`config.mk`:
```
export PLATFORM = sky130hd
export DESIGN_NAME = peg_gear_core
export DESIGN_NICKNAME = d
export VERILOG_FILES = /design/src/logic/peg_pkg.sv /design/src/logic/peg_gear_core.sv /design/src/logic/peg_divider.sv
export VERILOG_INCLUDE_DIRS = /design/src /design/src/logic
export SDC_FILE = /design/constraint.sdc
export NUM_CORES = 1
export LEC_CHECK = 0
export BUFFER_PORTS_ARGS = -buffer_cell sky130_fd_sc_hd__buf_2
export CAP_MARGIN = 20
export CORE_MARGIN = 1.5
export CORE_UTILIZATION = 50
export CTS_BUF_LIST = sky130_fd_sc_hd__clkbuf_8
export DETAILED_ROUTE_END_ITERATION = 10
export GPL_ROUTABILITY_DRIVEN = 0
export PLACE_DENSITY = 0.68
export SLEW_MARGIN = 20
export SYNTH_ARGS = -nofsm -noshare
export SYNTH_HDL_FRONTEND = slang
export SYNTH_HIERARCHICAL = 1
export SYNTH_SLANG_ARGS = --single-unit
```
`constraint.sdc`:
```
create_clock -name core_clk -period 10.7 [get_ports core_clk]
set_clock_uncertainty 0.1 [all_clocks]
set_input_delay 0.535 -clock core_clk [delete_from_list [all_inputs] [get_ports core_clk]]
set_output_delay 0.535 -clock core_clk [all_outputs]
set_load 0.005 [all_outputs]
```
`src/logic/peg_regs.svh`:
```
`ifndef PEG_REGS_SVH
`define PEG_REGS_SVH
// Register offsets on the plain register port
`define PEG_OFS_G16_NUM 8'h00
`define PEG_OFS_G16_DEN 8'h04
`define PEG_OFS_G32_NUM_HI 8'h08
`define PEG_OFS_G32_NUM_LO 8'h0c
`define PEG_OFS_G32_DEN_HI 8'h10
`define PEG_OFS_G32_DEN_LO 8'h14
`define PEG_OFS_CONFIG 8'h18
`define PEG_OFS_STATUS 8'h1c
`define PEG_OFS_ERROR 8'h20
`define PEG_OFS_RESTART 8'h24
// Field positions in the config register
`define PEG_CFG_CLR_MODE_LSB 0
`define PEG_CFG_CLR_MODE_MSB 1
`define PEG_CFG_WIDTH_BIT 2
// Reset values
`define PEG_RST_G16_NUM 16'h0001
`define PEG_RST_G16_DEN 16'h0001
`define PEG_RST_G32_HI 16'h0000
`define PEG_RST_G32_LO 16'h0001
`define PEG_RST_CONFIG 3'h0
// Decimal weight of a 32-bit gear high part
`define PEG_DEC_WEIGHT 32'h0000_2710
// Largest decimal half accepted for a 32-bit gear part
`define PEG_G32_PART_MAX 32'h0000_270f
// Encoder lines per revolution, quadrature counted four times
`define PEG_ENC_LINES 32'h0000_8000
`define PEG_QUAD_MULT 32'h0000_0004
`endif

```
`src/logic/peg_pkg.sv`:
```
package peg_pkg;
  // Automatic clear behaviour of the error counter
  typedef enum logic [1:0] {
    PEG_CLR_SOFF = 2'b00,
    PEG_CLR_NONE = 2'b01,
    PEG_CLR_SOFF_OT = 2'b10
  } peg_clr_mode_t;
  // Divider sequencer states
  typedef enum logic [1:0] {
    PEG_DIV_IDLE = 2'b00,
    PEG_DIV_RUN = 2'b01,
    PEG_DIV_DONE = 2'b10
  } peg_div_state_t;
endpackage

```
`src/logic/peg_gear_core.sv`:
```
// The plain strobed port and the register addresses were decided locally.
`include "peg_regs.svh"
module peg_gear_core import peg_pkg::*; #(
  parameter int ERR_W = 32,
  parameter int FB_W = 8
) (
  input wire logic core_clk,
  input wire logic reset_n,
  input wire logic reference_pulse_input,
  input wire logic reference_direction,
  input wire logic error_clear_n,
  input wire logic servo_on,
  input wire logic over_travel,
  input wire logic zero_clamp_stop,
  input wire logic signed [FB_W-1:0] feedback_counts,
  input wire logic [7:0] reg_addr,
  input wire logic [31:0] reg_wdata,
  input wire logic reg_write,
  input wire logic reg_read,
  output logic [31:0] reg_rdata,
  output logic signed [ERR_W-1:0] position_error,
  output logic loop_enable,
  output logic pulse_refused
);
  ////////////////////////////////////////////////////////////////
  // Registers seen by software
  // Writes land in staged copies only; the gear in use changes at a
  // restart, so a half-written ratio never reaches the motion path.
  logic [15:0] gear16_numerator_reg; // Staged 16-bit numerator
  logic [15:0] gear16_denominator_reg; // Staged 16-bit denominator
  logic [15:0] gear32_numerator_high_reg; // Staged decimal high and low parts
  logic [15:0] gear32_numerator_low_reg;
  logic [15:0] gear32_denominator_high_reg;
  logic [15:0] gear32_denominator_low_reg;
  logic [2:0] config_reg; // Clear mode and gear width select
  // Active copies, loaded only on restart so edits never disturb motion
  logic [31:0] act_num_reg;
  logic [31:0] act_den_reg;
  peg_clr_mode_t act_mode_reg;
  logic restart_req_reg; // Restart pending until gear is idle

  ////////////////////////////////////////////////////////////////
  // Composed ratio terms
  logic [31:0] num16_w;
  logic [31:0] den16_w;
  logic [31:0] num32_w;
  logic [31:0] den32_w;
  assign num16_w = {16'h0000, gear16_numerator_reg};
  assign den16_w = {16'h0000, gear16_denominator_reg};
  // Both pairs are widened to 32 bits so restart picks either one with a
  // single assignment; the 16-bit pair needs no arithmetic at all.
  // High times 10000 plus low, fits easily in 32 bits for parts up to 9999
  assign num32_w = 32'({16'h0000, gear32_numerator_high_reg} * `PEG_DEC_WEIGHT)
                   + {16'h0000, gear32_numerator_low_reg};
  assign den32_w = 32'({16'h0000, gear32_denominator_high_reg} * `PEG_DEC_WEIGHT)
                   + {16'h0000, gear32_denominator_low_reg};

  ////////////////////////////////////////////////////////////////
  // Register writes
  always_ff @(posedge core_clk or negedge reset_n) begin
    if (!reset_n) begin
      gear16_numerator_reg <= `PEG_RST_G16_NUM;
      gear16_denominator_reg <= `PEG_RST_G16_DEN;
      gear32_numerator_high_reg <= `PEG_RST_G32_HI;
      gear32_numerator_low_reg <= `PEG_RST_G32_LO;
      gear32_denominator_high_reg <= `PEG_RST_G32_HI;
      gear32_denominator_low_reg <= `PEG_RST_G32_LO;
      config_reg <= `PEG_RST_CONFIG;
    end else if (reg_write) begin
      // Out-of-range values are ignored and the old value kept.
      // Checking here rather than at restart means software reads back
      // exactly the value that a later restart will apply, save an all-zero 32-bit denominator, applied as one.
      unique case (reg_addr)
        // A zero 16-bit part would stall the gear or divide by zero
        `PEG_OFS_G16_NUM: begin
          if (reg_wdata[15:0] != 16'h0000) gear16_numerator_reg <= reg_wdata[15:0];
        end
        `PEG_OFS_G16_DEN: begin
          if (reg_wdata[15:0] != 16'h0000) gear16_denominator_reg <= reg_wdata[15:0];
        end
        // Decimal halves above the largest four-digit value are refused
        `PEG_OFS_G32_NUM_HI: begin
          if (reg_wdata <= `PEG_G32_PART_MAX) begin
            gear32_numerator_high_reg <= reg_wdata[15:0];
          end
        end
        `PEG_OFS_G32_NUM_LO: begin
          if (reg_wdata <= `PEG_G32_PART_MAX) begin
            gear32_numerator_low_reg <= reg_wdata[15:0];
          end
        end
        `PEG_OFS_G32_DEN_HI: begin
          if (reg_wdata <= `PEG_G32_PART_MAX) begin
            gear32_denominator_high_reg <= reg_wdata[15:0];
          end
        end
        `PEG_OFS_G32_DEN_LO: begin
          if (reg_wdata <= `PEG_G32_PART_MAX) begin
            gear32_denominator_low_reg <= reg_wdata[15:0];
          end
        end
        `PEG_OFS_CONFIG: begin
          // Code 2'b11 is not a mode; writes carrying it keep the old mode
          if (reg_wdata[1:0] != 2'b11) config_reg <= reg_wdata[2:0];
        end
        default: begin
        end
      endcase
    end
  end

  ////////////////////////////////////////////////////////////////
  // Restart: staged ratio and mode become active
  // The swap waits for an idle divider; a pulse in flight finishes with
  // the ratio that it started with, so no count is ever split.
  // Divider handshake: start for one cycle, done for one cycle
  logic div_busy;
  logic div_done;
  logic [63:0] div_q;
  logic [63:0] div_r;
  logic div_start;
  logic [31:0] acc_reg; // Fractional remainder, below the act_den of the division that left it
  logic pending_reg; // A pulse is being divided

  always_ff @(posedge core_clk or negedge reset_n) begin
    if (!reset_n) begin
      restart_req_reg <= 1'b0;
      // After reset the gear is one to one and clears on servo-off
      act_num_reg <= 32'h0000_0001;
      act_den_reg <= 32'h0000_0001;
      act_mode_reg <= PEG_CLR_SOFF;
    end else begin
      if (reg_write && reg_addr == `PEG_OFS_RESTART && reg_wdata[0]) begin
        restart_req_reg <= 1'b1;
      end else if (restart_req_reg && !pending_reg) begin
        // Wait for an idle gear so no pulse sees a half-switched ratio
        restart_req_reg <= 1'b0;
        act_mode_reg <= peg_clr_mode_t'(config_reg[1:0]);
        if (config_reg[`PEG_CFG_WIDTH_BIT]) begin
          act_num_reg <= num32_w;
          // All-zero halves would divide by zero; fall back to one
          act_den_reg <= (den32_w == 32'h0) ? 32'h0000_0001 : den32_w;
        end else begin
          act_num_reg <= num16_w;
          act_den_reg <= den16_w;
        end
      end
    end
  end

  ////////////////////////////////////////////////////////////////
  // Clear decision
  // The active mode is used, so a staged mode change does not alter
  // clearing until restart. Code 3 is refused at the register, so the
  // default arm only guards a value that cannot be stored.
  logic clear_auto; // Automatic clear by mode
  logic clear_now; // Any clear this cycle
  always_comb begin
    unique case (act_mode_reg)
      PEG_CLR_SOFF: clear_auto = !servo_on;
      PEG_CLR_NONE: clear_auto = 1'b0;
      PEG_CLR_SOFF_OT: clear_auto = !servo_on || (over_travel && !zero_clamp_stop);
      default: clear_auto = 1'b0;
    endcase
  end
  // The external clear is honoured in every mode, no-clear included
  assign clear_now = !error_clear_n || clear_auto;

  ////////////////////////////////////////////////////////////////
  // Pulse edge detection and geared step
  // The previous level resets low to match an idle host line, so the
  // release of reset never shows a false edge. Direction is latched
  // with the edge because the host may change it once the pulse is in.
  logic pulse_d_reg; // Previous pulse level
  logic dir_reg; // Direction taken with the pulse
  logic pulse_rise;
  assign pulse_rise = reference_pulse_input && !pulse_d_reg;
  // Pulses arriving while a division runs are dropped and flagged;
  // the division takes about 66 cycles, far below the pulse spacing.
  assign div_start = pulse_rise && !pending_reg && !clear_now;

  always_ff @(posedge core_clk or negedge reset_n) begin
    if (!reset_n) begin
      pulse_d_reg <= 1'b0;
      pending_reg <= 1'b0;
      dir_reg <= 1'b0;
      pulse_refused <= 1'b0;
    end else begin
      pulse_d_reg <= reference_pulse_input;
      // Flag a dropped edge for one cycle so software can count losses
      pulse_refused <= pulse_rise && pending_reg;
      // Start and done never meet: a start needs an idle divider
      if (div_start) begin
        pending_reg <= 1'b1;
        dir_reg <= reference_direction;
      end else if (div_done) begin
        pending_reg <= 1'b0;
      end
    end
  end

  // Each pulse is one reference unit: (acc + num) / den encoder counts
  // A 64-bit divider covers acc + num up to 2^33 with room to spare; the
  // price is about 66 cycles per pulse, which sets the minimum pulse spacing.
  // A narrower divider would allow faster trains but less ratio headroom.
  peg_divider #(
    .W(64)
  ) u_div (
    .core_clk(core_clk),
    .reset_n(reset_n),
    .start(div_start),
    .dividend({32'h0, acc_reg} + {32'h0, act_num_reg}),
    .divisor({32'h0, act_den_reg}),
    .busy(div_busy),
    .done(div_done),
    .quotient(div_q),
    .remainder(div_r)
  );

  // Remainder is carried to the next pulse; a clear discards it
  // Without the carry a ratio such as 3/2 would lose half a count on
  // every pulse and the position would drift over a long train.
  always_ff @(posedge core_clk or negedge reset_n) begin
    if (!reset_n) begin
      acc_reg <= 32'h0;
    end else if (clear_now) begin
      acc_reg <= 32'h0;
    end else if (div_done) begin
      acc_reg <= div_r[31:0];
    end
  end

  ////////////////////////////////////////////////////////////////
  // Error counter
  // All counts are quadrature edges, four per encoder line, so one
  // revolution is 32768 * 4 counts. The counter wraps on overflow; the
  // loop is expected to keep the following error far below its range.
  logic signed [ERR_W-1:0] step_w; // Signed geared step
  logic signed [ERR_W-1:0] fb_w; // Sign-extended feedback
  assign step_w = !div_done ? '0 :
                  (dir_reg ? ERR_W'(div_q) : -ERR_W'(div_q));
  assign fb_w = ERR_W'(feedback_counts);

  always_ff @(posedge core_clk or negedge reset_n) begin
    if (!reset_n) begin
      position_error <= '0;
    end else if (clear_now) begin
      // Clear wins over a step arriving in the same cycle
      position_error <= '0;
    end else begin
      position_error <= position_error + step_w - fb_w;
    end
  end

  // Loop runs only when the external clear is not held
  // Registered so the enable changes in the same cycle as the zeroed
  // error; the loop never sees a stale error with the enable set.
  always_ff @(posedge core_clk or negedge reset_n) begin
    if (!reset_n) begin
      loop_enable <= 1'b0;
    end else begin
      loop_enable <= error_clear_n;
    end
  end

  ////////////////////////////////////////////////////////////////
  // Register reads, data one cycle after the strobe
  // Unmapped offsets and the write-only restart word read zero; the data
  // return to zero outside the answer cycle so a shared bus stays clean.
  always_ff @(posedge core_clk or negedge reset_n) begin
    if (!reset_n) begin
      reg_rdata <= 32'h0;
    end else if (reg_read) begin
      unique case (reg_addr)
        `PEG_OFS_G16_NUM: reg_rdata <= {16'h0, gear16_numerator_reg};
        `PEG_OFS_G16_DEN: reg_rdata <= {16'h0, gear16_denominator_reg};
        `PEG_OFS_G32_NUM_HI: reg_rdata <= {16'h0, gear32_numerator_high_reg};
        `PEG_OFS_G32_NUM_LO: reg_rdata <= {16'h0, gear32_numerator_low_reg};
        `PEG_OFS_G32_DEN_HI: reg_rdata <= {16'h0, gear32_denominator_high_reg};
        `PEG_OFS_G32_DEN_LO: reg_rdata <= {16'h0, gear32_denominator_low_reg};
        `PEG_OFS_CONFIG: reg_rdata <= {29'h0, config_reg};
        // Status: restart pending, clear active, divider busy, mode none
        `PEG_OFS_STATUS: reg_rdata <= {28'h0, restart_req_reg, clear_now,
                                       div_busy, act_mode_reg == PEG_CLR_NONE};
        `PEG_OFS_ERROR: reg_rdata <= 32'(position_error);
        default: reg_rdata <= 32'h0;
      endcase
    end else begin
      reg_rdata <= 32'h0;
    end
  end
endmodule

```
`src/logic/peg_divider.sv`:
```
// Restoring divider, one quotient bit per cycle
module peg_divider import peg_pkg::*; #(
  parameter int W = 64
) (
  input wire logic core_clk,
  input wire logic reset_n,
  input wire logic start,
  input wire logic [W-1:0] dividend,
  input wire logic [W-1:0] divisor,
  output logic busy,
  output logic done,
  output logic [W-1:0] quotient,
  output logic [W-1:0] remainder
);
  localparam int CW = $clog2(W + 1);
  peg_div_state_t state_reg;
  logic [CW-1:0] count_reg; // Bits still to produce
  logic [W-1:0] den_reg; // Latched divisor
  logic [W:0] trial; // Shifted partial remainder

  assign trial = {remainder, quotient[W-1]};
  assign busy = (state_reg == PEG_DIV_RUN);

  ////////////////////////////////////////////////////////////////
  // Sequencer and datapath
  always_ff @(posedge core_clk or negedge reset_n) begin
    if (!reset_n) begin
      state_reg <= PEG_DIV_IDLE;
      count_reg <= '0;
      den_reg <= '0;
      quotient <= '0;
      remainder <= '0;
      done <= 1'b0;
    end else begin
      done <= 1'b0;
      unique case (state_reg)
        PEG_DIV_IDLE: begin
          if (start) begin
            // Zero divisor is never passed in: the active denominator is kept nonzero
            den_reg <= divisor;
            quotient <= dividend;
            remainder <= '0;
            count_reg <= CW'(W);
            state_reg <= PEG_DIV_RUN;
          end
        end
        PEG_DIV_RUN: begin
          if (trial >= {1'b0, den_reg}) begin
            remainder <= W'(trial - {1'b0, den_reg});
            quotient <= {quotient[W-2:0], 1'b1};
          end else begin
            remainder <= trial[W-1:0];
            quotient <= {quotient[W-2:0], 1'b0};
          end
          count_reg <= count_reg - 1'b1;
          if (count_reg == CW'(1)) begin
            state_reg <= PEG_DIV_DONE;
          end
        end
        PEG_DIV_DONE: begin
          done <= 1'b1;
          state_reg <= PEG_DIV_IDLE;
        end
        default: begin
          state_reg <= PEG_DIV_IDLE;
        end
      endcase
    end
  end
endmodule

```
* After elaboration in Yosys (flattened, before gate mapping) *
Index checks and enable logic that the tools add are counted.
Widths: inputs -> output; s select.

cells by class
  order comparisons = 2
  multiply operators = 2
  add/subtract/negate cells = 8
  muxes and demuxes = 27
  equality and inequality tests = 17
  bitwise logic cells = 1
  reduce and logical (&&, ||, !) cells = 36

operators with widths
  kind                    count
  $pmux 32 s9             1
  $pmux 64 s2             2
  $mux 32                 6
  $mux 64                 3
  $mux 31                 3
  $ge 65x32->1            1
  $sub 64x32->64          1
  $add 30x16->31          2
  $mul 16x10->26 const B  2
  $add 32x32->33          1
  $add 32x32->32          1
  $eq 8x5->1 const B      4
  $le 32x14->1 const B    1
  $logic_not 32->1        1
  $neg 32->32             1
  $sub 32x8->32           1
  $reduce_and 3->1        7
  $eq 8x4->1 const B      2
  $eq 8x6->1 const B      2
  $reduce_bool 16->1      1
  $pmux 7 s2              1
  $eq 8x3->1 const B      1
  $logic_and 1x1->1       8
  $logic_not 8->1         1
  other kinds (17)        39

word-level totals
  register bits = 437
  output and inout port bits = 66

* Longest topological paths before layout *
  word-level depth = 9
  mapped depth = 26

* Modules after synthesis *
Netlist, hierarchy kept.

by module, submodules not included
  module         cells each  sequential area each (um^2)  area each (um^2)  times used
  peg_gear_core  2430        6638.9                       22275.1           1
  peg_divider    1439        5054.8                       12395.6           1

* Least setup slack after synthesis *
Ideal clock, no wire load.

  kind = reg2reg
  start point = register gear32_denominator_high_reg[4]
  end point = register act_den_reg[0]
  clock period less this slack = 6.686 ns
  stages on the path, launching flop included = 25
  setup time = 0.086 ns
  path buffers = 0
  path slack = 4.014 ns
  required time = 10.514 ns
  arrival time = 6.500 ns
  cell sequence = dfrtp_1 > inv_1 > fa_1 > inv_1 > ha_1 > inv_1 > fa_1 > inv_1 > ha_1 > inv_1 > fa_1 > inv_1 > ha_1 > xor2_1 > ha_1 > and3_1 > a2111oi_4 > o311ai_1 > and2_1 > or4_1 > or4b_1 > or4_1 > a2111oi_2 > nand4_1 > o31ai_2

on the way
  word-level cells in the longest chain between the ends = 5

ends and longest elaborated chain
  element                   line                  RTL
  start: declaration        peg_gear_core.sv:33   logic [15:0] gear32_denominator_high_reg;
  start signal: assignment  peg_gear_core.sv:66   gear32_denominator_high_reg <= `PEG_RST_G32_HI;
  start signal: assignment  peg_gear_core.sv:94   gear32_denominator_high_reg <= reg_wdata[15:0];
  $mul 16x10->26 (no line)  n/a
  $add 30x16->31            peg_gear_core.sv:55   assign den32_w = 32'({16'h0000, gear32_denominator_high_reg} * `PEG_DEC_WEIGHT)
  $logic_not 32->1          peg_gear_core.sv:142  act_den_reg <= (den32_w == 32'h0) ? 32'h0000_0001 : den32_w;
  $mux 31                   peg_gear_core.sv:142
  $mux 31                   peg_gear_core.sv:139  if (config_reg[`PEG_CFG_WIDTH_BIT]) begin
  end signal: assignment    peg_gear_core.sv:142
  end signal: assignment    peg_gear_core.sv:145  act_den_reg <= den16_w;
  end: declaration          peg_gear_core.sv:38   logic [31:0] act_den_reg;

No other way between the ends.
A chain may end at the register's enable or synchronous reset.

* Worst setup path after layout *
  start point = register gear32_denominator_high_reg[3]
  end point = register act_den_reg[0]

Same word-level chain as after synthesis.

==> flow_summary.json <==
{
  "synth_seq_cells": 467,
  "io-pin-count": 124,
  "syn-mean-instance-area_um2": 8.96,
  "p_switching_uw": 2960,
  "critPathRequiredTime_ns": 11.19,
  "share_of_flip_flops_with_an_asynchronous_set_or_reset_after_synthesis_pct": 100,
  "grt_setup_unrepaired": "no",
  "dieArea_um2": 70900,
  "grt_first_pass_wirelength_um": 148000,
  "clk-insertion-delay-late_ns": 0.71,
  "rr_worst_depth": 24,
  "hpwlAfterDp_um": 67800,
  "initial_antenna_violation_count": 1,
  "cp_common_cell": "sky130_fd_sc_hd__ha_1",
  "drt_first_pass_iters": 5,
  "dieWidth_um": 266,
  "ctsRootBufferMaster": "sky130_fd_sc_hd__clkbuf_8",
  "highest_clock_frequency_the_design_can_meet_ghz": 0.140,
  "grt_pass1_vias": 27000,
  "synth-edff-count": 0,
  "detail_route.drc_violations": 0,
  "min_from": "reg_wdata[8]",
  "post_cts.resized_instances": 0,
  "synth-warning-count": 6,
  "slew_headroom_pct": 32.5,
  "final_design_area_no_fill_um2": 38200,
  "worst_vdd_rail_ir_drop_uv": 217,
  "final.period_utilization_pct": 66.7,
  "critPathMaxStageDelay_ns": 0.57,
  "commonest_register_cell_after_synthesis": "sky130_fd_sc_hd__dfrtp_1",
  "postSynthCellCount": 3869,
  "area_growth_syn_to_layout_pct": 10.3,
  "min_path_cells": 3,
  "post_route_cells_drive_above_1_share_pct": 10.3,
  "min_period_ns": 7.13,
  "p_sw_share_pct": 40.8,
  "max-clock-path-buffers": 3,
  "antenna_left": 0,
  "first_iter_violations": 2214,
  "core_region_area_um2": 68600,
  "dieHeight_um": 266,
  "tritoncts": "yes",
  "synth_sequential_area_ratio_pct": 33.7,
  "track_usage_pct": 26.1,
  "internal-power_uw": 4290,
  "min-delay-path-class": "input port to flip-flop",
  "synth_area_um2": 34700,
  "critical_path.reg2reg.startpoint": "gear32_denominator_high_reg[3]$_DFFE_PN0P_",
  "setup_viol_count_final": 0,
  "p_leak_uw": 0.0188,
  "tns_ns": 0,
  "start_to_end_type_of_the_worst_setup_path": "flip-flop to flip-flop",
  "wire_length_per_cell_after_detailed_routing_um": 18.4,
  "wirelength_um": 92300,
  "reg2reg_to": "act_den_reg[0]$_DFFE_PN1P_",
  "initial_core_util_pct": 50.6,
  "run_status": "completed",
  "timing.critical_path.from_type": "flip-flop",
  "share_comb_of_total_power_pct": 40.8,
  "synth_cell_type_count": 106,
  "cts.clk_slew.worst_paths_ns": 0.06,
  "holdPathEnd": "gear32_numerator_high_reg[8]$_DFFE_PN0P_",
  "postPlaceCellArea_um2": 36300,
  "tritoncts.num_buffers": 84,
  "crit_family": "adder cells",
  "worst-r2r-setup-slack_ns": 3.57,
  "worstPathBufferInverterCount": 4,
  "num_vias": 28300,
  "cp_slowest_cell": "sky130_fd_sc_hd__fa_1",
  "hold_violations": 0,
  "clkPwrFrac_pct": 26.0,
  "drv_slew": 0,
  "critical_path_peak_fanout": 8,
  "grt_overflow_total": 0,
  "clkSinkCount": 467,
  "floorplan.rows": 96,
  "arrival_ns": 7.62,
  "max_cap_violations": 0,
  "pwr-share-seq_pct": 33.2,
  "critical_path.cell_chain": "inv_1, fa_1, inv_1, ha_1, ha_1, ha_1, inv_1, fa_1, inv_1, ha_1, o211ai_1, o21ai_0, xor2_1, ha_1, and3_1, a2111oi_4, o311ai_1, and2_1, or4_1, or4b_1, or4_1, a2111oi_2, nand4_1, o31ai_2",
  "transition_time_at_the_pin_with_the_least_slew_margin_ns": 1.01,
  "critPathCaptureType": "flip-flop",
  "power_density_nw_per_um2": 189,
  "grt_max_degree": 163,
  "design.final.nets": 4473,
  "drt-vias-per-instance": 5.64,
  "numPortBuffers": 123,
  "h-tree-depth": 3
}
worst register-to-register path: stages, from the launching register on:
cell and delay, ns:
sky130_fd_sc_hd__dfrtp_1 0.42, sky130_fd_sc_hd__inv_1 0.15, sky130_fd_sc_hd__fa_1 0.57, sky130_fd_sc_hd__inv_1 0.05, sky130_fd_sc_hd__ha_1 0.27, sky130_fd_sc_hd__ha_1 0.29, sky130_fd_sc_hd__ha_1 0.28, sky130_fd_sc_hd__inv_1 0.05
sky130_fd_sc_hd__fa_1 0.49, sky130_fd_sc_hd__inv_1 0.04, sky130_fd_sc_hd__ha_1 0.35, sky130_fd_sc_hd__o211ai_1 0.15, sky130_fd_sc_hd__o21ai_0 0.21, sky130_fd_sc_hd__xor2_1 0.17, sky130_fd_sc_hd__ha_1 0.33, sky130_fd_sc_hd__and3_1 0.26
sky130_fd_sc_hd__a2111oi_4 0.37, sky130_fd_sc_hd__o311ai_1 0.14, sky130_fd_sc_hd__and2_1 0.19, sky130_fd_sc_hd__or4_1 0.51, sky130_fd_sc_hd__or4b_1 0.50, sky130_fd_sc_hd__or4_1 0.42, sky130_fd_sc_hd__a2111oi_2 0.36, sky130_fd_sc_hd__nand4_1 0.16
sky130_fd_sc_hd__o31ai_2 0.19
layout by cell type (no fill, tap or decap), types with 27 or more instances in the layout:
cell type / synthesis / final
sky130_fd_sc_hd__a21o_1: 69 / 69
sky130_fd_sc_hd__a21oi_1: 201 / 201
sky130_fd_sc_hd__a22o_1: 33 / 33
sky130_fd_sc_hd__a22oi_1: 104 / 104
sky130_fd_sc_hd__a31oi_1: 34 / 34
sky130_fd_sc_hd__and2_1: 27 / 27
sky130_fd_sc_hd__and3_1: 43 / 43
sky130_fd_sc_hd__buf_2: 16 / 122
sky130_fd_sc_hd__buf_4: 3 / 27
sky130_fd_sc_hd__clkbuf_8: 0 / 106
sky130_fd_sc_hd__conb_1: 1 / 64
sky130_fd_sc_hd__dfrtp_1: 461 / 459
sky130_fd_sc_hd__fa_1: 105 / 105
sky130_fd_sc_hd__ha_1: 294 / 294
sky130_fd_sc_hd__inv_1: 435 / 451
sky130_fd_sc_hd__mux2_2: 71 / 71
sky130_fd_sc_hd__mux2i_1: 70 / 70
sky130_fd_sc_hd__nand2_1: 409 / 408
sky130_fd_sc_hd__nand3_1: 46 / 46
sky130_fd_sc_hd__nand4_1: 30 / 30
sky130_fd_sc_hd__nor2_1: 214 / 214
sky130_fd_sc_hd__nor2b_1: 41 / 38
sky130_fd_sc_hd__nor3_1: 57 / 57
sky130_fd_sc_hd__nor4_1: 27 / 27
sky130_fd_sc_hd__o21a_1: 29 / 29
sky130_fd_sc_hd__o21ai_0: 298 / 298
sky130_fd_sc_hd__o21ai_1: 65 / 65
sky130_fd_sc_hd__o21bai_1: 29 / 28
sky130_fd_sc_hd__xnor2_1: 104 / 104
sky130_fd_sc_hd__xor2_1: 95 / 95
power groups by stage:
stage                     clock, uW  combinational, uW  sequential, uW
after floorplan                   0               2340            2320
after global routing           1990               3320            2450
after detailed placement          0               2920            2430
final                          1880               2960            2400
after CTS                      1910               2930            2410
after global placement            0               2880            2430
how the worst max path moves through the flow:
stage / start / cells after the start / to
after global placement: gear32_denominator_high_reg[4]$_DFFE_PN0P_ / 24 / act_den_reg[0]$_DFFE_PN1P_
after floorplan: gear32_denominator_high_reg[4]$_DFFE_PN0P_ / 24 / act_den_reg[0]$_DFFE_PN1P_
final: gear32_denominator_high_reg[3]$_DFFE_PN0P_ / 24 / act_den_reg[0]$_DFFE_PN1P_
after CTS: gear32_denominator_high_reg[3]$_DFFE_PN0P_ / 24 / act_den_reg[0]$_DFFE_PN1P_
after global routing: gear32_denominator_high_reg[3]$_DFFE_PN0P_ / 24 / act_den_reg[0]$_DFFE_PN1P_
after detailed placement: gear32_denominator_high_reg[3]$_DFFE_PN0P_ / 24 / act_den_reg[0]$_DFFE_PN1P_
logic make-up after synthesis:
| family | share of synthesized area (%) |
|---|---|
| AND/OR/NAND/NOR | 13.6 |
| flip-flops | 33.7 |
| buffers and inverters | 6.67 |
| AO/OA/AOI/OAI | 19.9 |
| multiplexers | 4.36 |
| other | 0.0108 |
| adder cells (fa/ha/maj) | 16.7 |
| XOR/XNOR | 5.03 |
stage by stage:
| step | total power [uW] | cells | hold WS, ns | setup WS (ns) | utilization, % |
|---|---|---|---|---|---|
| finish | 7240 | 5016 | 0.0983 | 3.57 | 55.8 |
| global route | 7760 | 5016 | 0.103 | 3.15 | 55.8 |
| CTS | 7250 | 5014 | 0.0563 | 3.55 | 55.7 |
| detailed placement | 5350 | 4856 | 0.371 | 3.60 | 52.9 |
| global placement | 5310 | 4856 | 0.358 | 3.71 | 52.9 |
| floorplan | 4660 | 3932 | 0.139 | 4.01 | - |
synthesized netlist by cell type, types with 71 or more instances:
library cell	n	area, um2
sky130_fd_sc_hd__nand2_1	409	1540
sky130_fd_sc_hd__dfrtp_1	461	11500
sky130_fd_sc_hd__xor2_1	95	832
sky130_fd_sc_hd__fa_1	105	2100
sky130_fd_sc_hd__a22oi_1	104	781
sky130_fd_sc_hd__ha_1	294	3680
sky130_fd_sc_hd__mux2_2	71	800
sky130_fd_sc_hd__clkbuf_1	116	435
sky130_fd_sc_hd__o21ai_0	298	1490
sky130_fd_sc_hd__a21oi_1	201	1010
sky130_fd_sc_hd__xnor2_1	104	911
sky130_fd_sc_hd__inv_1	435	1630
sky130_fd_sc_hd__nor2_1	214	803
per-layer routing:
layer	track usage, %	wire, um
met1	37.7	43300
met2	40.1	40900
met3	4.16	5090
met4	8.46	3030
met5	0	0
area by class of cell:
cell class,count,area (um2)
inverters,435,1630
flip-flops and latches,467,11700
clock inverters,48,420
clock buffers,106,1460
fillers,6258,30300
diodes,1,2.50
multi-input cells,2872,20900
well taps,931,1160
repair buffers,156,916
repair_timing:
item	4_1_cts	5_1_grt
setup endpoints to repair	0	0
hold endpoints to repair	111	0
hold buffers	4	0
setup buffers	0	0
(Power assumes the default switching activity.)
